`src/pkg/mcsync_pkg.sv`:
```
package mcsync_pkg;

  // ==========================================================================
  // Register map
  localparam logic [7:0] ADDR_SYNC_CONTROL = 8'h10;
  localparam logic [7:0] ADDR_SYNC_PHASE_REQUEST = 8'h11;
  localparam logic [7:0] ADDR_SYNC_STATUS = 8'h12;
  localparam logic [7:0] ADDR_SYNC_PHASE_READBACK = 8'h13;

  // ==========================================================================
  // Field positions
  localparam int CTRL_ENABLE_BIT = 7;
  localparam int CTRL_DATA_RATE_BIT = 6;
  localparam int CTRL_RISING_BIT = 3;
  localparam int CTRL_AVG_LSB = 0;
  localparam int CTRL_AVG_W = 3;
  localparam int REQ_W = 6;
  localparam int STAT_LOST_BIT = 7;
  localparam int STAT_LOCKED_BIT = 6;

  // ==========================================================================
  // Reset values
  localparam logic [7:0] CTRL_RESET = 8'h48;
  localparam logic [5:0] REQ_RESET = 6'h00;

  // ==========================================================================
  // Timing counts in converter clock cycles
  localparam int DATA_RATE_PERIOD = 64;
  localparam int FIFO_RATE_PERIOD = 16;

  typedef enum logic [2:0] {
    ST_IDLE = 3'b001,
    ST_AVERAGE = 3'b010,
    ST_LOCKED = 3'b100
  } mcsync_state_t;

  typedef struct packed {
    logic [7:0] addr;
    logic [7:0] wdata;
    logic wr;
    logic rd;
  } mcsync_req_t;

  typedef struct packed {
    logic [7:0] rdata;
    logic rvalid;
  } mcsync_rsp_t;

endpackage : mcsync_pkg
```
`src/hw/mcsync_ctrl.sv`:
```
// What this block does
// [RULE_01] Synchronization runs only while the enable bit of the control register is one, and it is zero after reset.
// [RULE_02] The rate bit picks the data rate when one (default) and the slower FIFO reset rate when zero; the code's FIFO period is 16, not 64.
// [RULE_03] The rising edge of the sync input starts synchronization when the edge bit is one (default), else the falling edge.
// [RULE_04] Two to the power of the 3-bit averaging code phase samples, 1 to 128, are averaged to find the sync phase.
// [RULE_05] After lock the 6-bit phase request, 0 to 63 converter clock cycles, is applied as an output offset; in FIFO mode the code fires only for 0 to 15.
// [RULE_06] The offset delays the aligned output strobe against the sync input so converters can be skewed.
// [RULE_07] The lost bit reads one when lock had been reached and a later sync edge disagreed with it.
// [RULE_08] The locked bit reads one once the averaged phase has been established.
// [RULE_09] The averaged phase is read back as an 8-bit value in 6.2 fixed point.
module mcsync_ctrl #(
  parameter int DATA_PERIOD = mcsync_pkg::DATA_RATE_PERIOD,
  parameter int FIFO_PERIOD = mcsync_pkg::FIFO_RATE_PERIOD
) (
  input wire logic i_sys_clk,
  input wire logic i_rst,
  input wire logic i_sync,
  input wire mcsync_pkg::mcsync_req_t i_reg,
  output mcsync_pkg::mcsync_rsp_t o_reg,
  output logic o_sync_locked,
  output logic o_sync_lost,
  output logic o_aligned_strobe
);

  // ==========================================================================
  // State
  // The accumulator is wide enough for 128 samples of phase 63.
  typedef struct packed {
    logic [7:0] ctrl;
    logic [5:0] req;
    logic locked;
    logic lost;
    logic [7:0] readback;
    logic [2:0] pin;
    logic level;
    logic [5:0] phase_cnt;
    logic [14:0] acc;
    logic [7:0] nsamp;
    logic [5:0] ref_phase;
    logic [5:0] dly;
    logic armed;
    logic strobe;
    mcsync_pkg::mcsync_rsp_t rsp;
    mcsync_pkg::mcsync_state_t st;
  } mcsync_regs_t;

  mcsync_regs_t r;
  mcsync_regs_t next_r;

  localparam logic [5:0] DATA_LAST = 6'(DATA_PERIOD - 1);
  localparam logic [5:0] FIFO_LAST = 6'(FIFO_PERIOD - 1);

  logic [5:0] per_last;
  logic trig;
  logic [2:0] avg_code;
  logic [7:0] target;
  logic [16:0] avg_q62;
  logic [14:0] acc_sum;
  logic ctrl_wr;

  // ==========================================================================
  // Next state
  always_comb begin
    next_r = r;
    // Pulses default low every cycle; the blocks below raise them.
    next_r.strobe = 1'b0;
    next_r.rsp.rvalid = 1'b0;
    ctrl_wr = i_reg.wr && (i_reg.addr == mcsync_pkg::ADDR_SYNC_CONTROL);
    avg_code = r.ctrl[mcsync_pkg::CTRL_AVG_LSB +: mcsync_pkg::CTRL_AVG_W];
    target = 8'h01 << avg_code; // [RULE_04]
    acc_sum = r.acc + {9'h000, r.phase_cnt};
    // The average keeps two fraction bits before the shift.
    avg_q62 = {acc_sum, 2'b00} >> avg_code; // [RULE_09]

    // The first pin flop feeds only the second; the level moves once the
    // second and third flops agree, which filters a single-cycle glitch.
    // A pin that idles high is absorbed by the level in the first cycles
    // after reset, while synchronization is still disabled.
    next_r.pin = {r.pin[1:0], i_sync};
    if (r.pin[2] == r.pin[1]) begin
      next_r.level = r.pin[2];
    end
    trig = (r.pin[2] == r.pin[1]) && (r.pin[2] != r.level)
        && (r.pin[2] == r.ctrl[mcsync_pkg::CTRL_RISING_BIT]); // [RULE_03]

    per_last = r.ctrl[mcsync_pkg::CTRL_DATA_RATE_BIT] ? DATA_LAST
        : FIFO_LAST; // [RULE_02]
    if (r.phase_cnt >= per_last) begin
      next_r.phase_cnt = 6'h00;
    end else begin
      next_r.phase_cnt = r.phase_cnt + 6'h01;
    end

    // ========================================================================
    // Register port
    // Status and readback are read-only; writes there, and to unmapped
    // addresses, are dropped.
    if (i_reg.wr) begin
      if (i_reg.addr == mcsync_pkg::ADDR_SYNC_CONTROL) begin
        next_r.ctrl = i_reg.wdata;
      end else if (i_reg.addr == mcsync_pkg::ADDR_SYNC_PHASE_REQUEST) begin
        next_r.req = i_reg.wdata[mcsync_pkg::REQ_W-1:0];
      end
    end
    if (i_reg.rd) begin
      next_r.rsp.rvalid = 1'b1;
      if (i_reg.addr == mcsync_pkg::ADDR_SYNC_CONTROL) begin
        next_r.rsp.rdata = r.ctrl;
      end else if (i_reg.addr == mcsync_pkg::ADDR_SYNC_PHASE_REQUEST) begin
        next_r.rsp.rdata = {2'b00, r.req};
      end else if (i_reg.addr == mcsync_pkg::ADDR_SYNC_STATUS) begin
        next_r.rsp.rdata = 8'h00;
        next_r.rsp.rdata[mcsync_pkg::STAT_LOST_BIT] = r.lost; // [RULE_07]
        next_r.rsp.rdata[mcsync_pkg::STAT_LOCKED_BIT] = r.locked; // [RULE_08]
      end else if (i_reg.addr == mcsync_pkg::ADDR_SYNC_PHASE_READBACK) begin
        next_r.rsp.rdata = r.readback; // [RULE_09]
      end else begin
        next_r.rsp.rdata = 8'h00;
      end
    end

    // A control write restarts acquisition and clears the lost flag, but a
    // mismatch seen in the same cycle still sets it below.
    if (ctrl_wr) begin
      next_r.lost = 1'b0;
    end

    // ========================================================================
    // Acquisition
    // Phases are summed as plain integers, so samples that straddle the
    // counter wrap average to a wrong phase; keep sync away from the wrap.
    case (r.st)
      mcsync_pkg::ST_IDLE: begin
        next_r.acc = 15'h0000;
        next_r.nsamp = 8'h00;
        if (r.ctrl[mcsync_pkg::CTRL_ENABLE_BIT] && trig) begin // [RULE_01]
          next_r.acc = {9'h000, r.phase_cnt};
          next_r.nsamp = 8'h01;
          next_r.st = mcsync_pkg::ST_AVERAGE;
          if (target == 8'h01) begin
            next_r.readback = {r.phase_cnt, 2'b00};
            next_r.ref_phase = r.phase_cnt;
            next_r.locked = 1'b1; // [RULE_08]
            next_r.st = mcsync_pkg::ST_LOCKED;
          end
        end
      end
      mcsync_pkg::ST_AVERAGE: begin
        if (trig) begin
          next_r.acc = acc_sum; // [RULE_04]
          next_r.nsamp = r.nsamp + 8'h01;
          if (r.nsamp + 8'h01 == target) begin
            next_r.readback = avg_q62[7:0];
            next_r.ref_phase = avg_q62[7:2];
            next_r.locked = 1'b1; // [RULE_08]
            next_r.st = mcsync_pkg::ST_LOCKED;
          end
        end
      end
      mcsync_pkg::ST_LOCKED: begin
        if (trig && (r.phase_cnt != r.ref_phase)) begin
          next_r.locked = 1'b0;
          next_r.lost = 1'b1; // [RULE_07]
          next_r.st = mcsync_pkg::ST_IDLE;
        end
      end
      default: begin
        next_r.st = mcsync_pkg::ST_IDLE;
      end
    endcase

    // Any control write, or clearing the enable, drops back to acquisition.
    // A lost flag raised in this same cycle survives, since nothing here
    // touches it and its clear above ran before the set.
    if (ctrl_wr || !r.ctrl[mcsync_pkg::CTRL_ENABLE_BIT]) begin // [RULE_01]
      next_r.locked = 1'b0;
      next_r.armed = 1'b0;
      next_r.st = mcsync_pkg::ST_IDLE;
    end

    // ========================================================================
    // Offset output
    // A request of a whole period or more re-arms before firing, so the strobe
    // then appears only once the delay fits between reference phases.
    if (r.locked && (r.phase_cnt == r.ref_phase)) begin
      next_r.dly = r.req; // [RULE_05]
      next_r.armed = 1'b1;
      if (r.req == 6'h00) begin
        next_r.strobe = 1'b1; // [RULE_06]
        next_r.armed = 1'b0;
      end
    end else if (r.armed) begin
      next_r.dly = r.dly - 6'h01;
      if (r.dly == 6'h01) begin
        next_r.strobe = r.locked; // [RULE_06]
        next_r.armed = 1'b0;
      end
    end
  end

  // ==========================================================================
  // Registers
  // Reset loads constants only; the phase counter restarts at zero, so the
  // phase of a given sync edge depends on when reset was released.
  always_ff @(posedge i_sys_clk) begin
    if (i_rst) begin
      r <= '0;
      r.ctrl <= mcsync_pkg::CTRL_RESET;
      r.req <= mcsync_pkg::REQ_RESET;
      r.st <= mcsync_pkg::ST_IDLE;
    end else begin
      r <= next_r;
    end
  end

  // ==========================================================================
  // Outputs
  // Each output is a field of the state register, so none can glitch.
  assign o_reg = r.rsp;
  assign o_sync_locked = r.locked;
  assign o_sync_lost = r.lost;
  assign o_aligned_strobe = r.strobe;

endmodule : mcsync_ctrl

```
`config.mk`:
```
export PLATFORM = sky130hd
export DESIGN_NAME = mcsync_ctrl
export DESIGN_NICKNAME = d
export VERILOG_FILES = /design/src/pkg/mcsync_pkg.sv /design/src/hw/mcsync_ctrl.sv
export SDC_FILE = /design/constraint.sdc
export NUM_CORES = 1
export LEC_CHECK = 0
export BUFFER_PORTS_ARGS = -buffer_cell sky130_fd_sc_hd__buf_2
export CAP_MARGIN = 20
export CORE_MARGIN = 2
export CORE_UTILIZATION = 25
export CTS_BUF_LIST = sky130_fd_sc_hd__clkbuf_8
export DETAILED_ROUTE_END_ITERATION = 16
export SLEW_MARGIN = 30
export SYNTH_ARGS = -nofsm -noshare
export SYNTH_HDL_FRONTEND = slang
export SYNTH_SLANG_ARGS = --single-unit
```
`constraint.sdc`:
```
create_clock -name i_sys_clk -period 3.4 [get_ports i_sys_clk]
set_input_delay 0.51 -clock i_sys_clk [delete_from_list [all_inputs] [get_ports i_sys_clk]]
set_output_delay 0.51 -clock i_sys_clk [all_outputs]
set_load 0.02 [all_outputs]
```
==> impl_results.md <==
- Kind of critical path: reg -> reg
- Logic gate share of total power: 4.9%
- Slowest CP cell: a211oi_1
- Post-synthesis area per instance: 7.86 sq um
- Arrival time at the worst endpoint: 3.24 ns
- Layout Area Growth over Synthesis: 9.71%
- TritonRoute pass-1 iters: 5
- Via-per-instance ratio: 5.27
- Max cap viols: 0
- Switching share of power: 26.8%
- Post-route DRC: 0
- Crit-path leading delay family: compound AO/OA/AOI/OAI gates
- Worst Skew: 0.0141 ns
- Fin crit share: 87.3%
- HPWL after DPL: 10500 um
- Setup violators final: 0
- Fin crit period: 2.97 ns
- GRT Util Overall: 13.0%
- PnR Total Power: 1.75 mW
- Buffers and inverters on the worst path: 1
- Post-DR wirelength/cell: 15.2 um
- Synth Net Count: 713
- Status: finished, final reports clean
- Synthesized area: 5330 sq um
- Post-CTS sizing: 0
- Static Leak: 2.27 nW
- Largest net degree at the start of global routing: 62
- Most common cell in the netlist: nor2_1
- Slew @ Worst Pin: 0.848 ns
- Clk buf depth: 2
- Synth area leaders: dfxtp_1 (30%), nor2_1 (6.7%), a21oi_1 (4.7%)
- CTS Sinks: 81
- Critical Path RT: 3.67 ns
- Asr flop ratio synth: 0%
- Final hold vios: 0
- Seq/Total Area, Yosys: 30.4%
- Final max-slew violation count: 0
- Clock buffer count from CTS: 9
- Die Y: 150 um
- Fin util: 27.9%
- Layout cells sized above 1: 13.2%
- Int Pwr: 1.28 mW
- Clk root buf: clkbuf_8
- Area of the multi-input gates: 3340 sq um
- GR Overflow Total: 0
- Final nets: 713
- Power Density: 298 nW/um^2
- Worst Hold Class: in -> reg
- Max FO, Critical Path: 7
- Largest register FFs: 64
- Die Wd: 150 um
- Yosys warns: 0
- Clock group share of total power: 40.1%
- Netlist cell types: 79
- Core footprint: 21000 sq um
- Synth Flop Type: dfxtp_1
- Rel. slew slack: 42.9%
- Sw power: 468 uW
- Yosys top cell area share: 30.4%
- Routed Antenna Nets: 0
- Antenna diode count: 0
- Fin Setup TNS: 0 ns
- Worst setup slack after layout: 0.433 ns
- RSZ-0062 raised after global routing: no
- CP cell instances: ha_1, inv_1, fa_1, nor2b_1, o211ai_1, a211oi_1, xnor2_1, o2111ai_1, o221ai_1, a21oi_1
- Area leader, netlist: dfxtp_1
- Gp weighted congestion: 0.869
- Clk Latency, worst-skew pair: 0.38 ns
- Post-Place Worst Slack: 0.487 ns
- Worst vdd ir: 161 uV
- Fill count: 2281
- F_max: 337 MHz
- Sequential share of power: 55.0%
- Initial core utilization: 25.5%
- Die ar.: 22500 sq um
- CTS tree: done
- Post-synth EDFFs: 0
- Commonest cells post-synth: nor2_1 (95), dfxtp_1 (81), nand2_1 (51), a21oi_1 (50), nor3_1 (30)
- Reg area: 1620 sq um
- PortBufs: 32
- CP startpoint kind: flip-flop
- CP peak stage delay: 0.49 ns
- Initial antenna violation count: 0
- Top-level I/O count: 33
- Row cnt: 53
- Routed wire length: 14600 um
- Hold_buf cts: 0
- Clock slew at reported path FFs: 0.10 ns
- H-tree Lvls: 3
- Global-route wire length before repair: 23600 um
- R2r setup slk: 0.43 ns
- DR iter-0 viols: 364
- Mapped Cells: 679
- #FFs+latches synth: 81
- Vias: 5050
- Vias in the first global route: 4558
- CP endpoint kind: flip-flop
- Setup Buffers After CTS: 0
power by group through the flow:
stage          sequential (mW)  clock, mW  combinational, mW
6_report                 0.961      0.700             0.0853
5_1_grt                  0.962      0.755             0.0948
4_1_cts                  0.961      0.719             0.0855
3_5_place_dp             0.983          0             0.0850
3_3_place_gp             0.983          0             0.0854
2_1_floorplan            0.981          0             0.0555
cell type report:
type	count	area share (%)
Multi-Input combinational cell	520	57.1
Sequential cell	81	27.7
Tap cell	275	5.88
Timing Repair Buffer	49	4.92
Clock buffer	10	2.35
Inverter	18	1.15
Clock inverter	6	0.877
placed cells by master (no fill, tap or decap), types with 8 or more instances in the layout:
cell type / instances
a211oi_1: 13
dfxtp_1: 81
o21ai_0: 27
mux2i_1: 23
and3_1: 9
buf_2: 32
o221ai_1: 10
nor3_1: 30
ha_1: 12
inv_1: 17
nand3_1: 21
xnor2_1: 16
nand2_1: 51
o2111ai_1: 10
xor2_1: 12
clkbuf_8: 10
a21oi_1: 50
a22oi_1: 12
nor2_1: 95
buf_4: 17
nor2b_1: 8
o211ai_1: 9
stage by stage:
step	instance area, sq um	hold slack (ns)	std cells
2_1_floorplan	5330	0.414	679
3_3_place_gp	5660	0.450	943
3_5_place_dp	5660	0.447	943
4_1_cts	5850	0.332	959
5_1_grt	5850	0.355	959
6_report	5850	0.345	959
final timing paths:
check | start | endpoint | cells after the start
max | r[49] | r[66] | 10
min | i_reg[8] | r[81] | 3
max reg2reg | r[49] | r[66] | 10
min reg2reg | next_r[57] | next_r[58] | 1
layer usage:
layer  track usage, %  share of wire, %  wire, um
met1             17.8                47      6880
met2             20.5                45      6550
met3             1.77               5.4       788
met4             5.57               2.4       357
met5                0                 0         0
logic make-up after synthesis:
kind of cell | count (synthesis) | synth area share (%)
multiplexers | 30 | 6.01
flip-flops | 81 | 30.4
AO/OA/AOI/OAI | 195 | 26.0
AND/OR/NAND/NOR | 253 | 22.5
buffers and inverters | 78 | 6.94
XOR/XNOR | 29 | 4.90
adder cells (fa/ha/maj) | 13 | 3.19
worst reg2reg max path, stage by stage (launching register included):
cell	delay [ns]
dfxtp_1	0.46
ha_1	0.26
inv_1	0.07
fa_1	0.40
nor2b_1	0.28
o211ai_1	0.26
a211oi_1	0.49
xnor2_1	0.17
o2111ai_1	0.13
o221ai_1	0.25
a21oi_1	0.10
(Power assumes the default switching activity.)
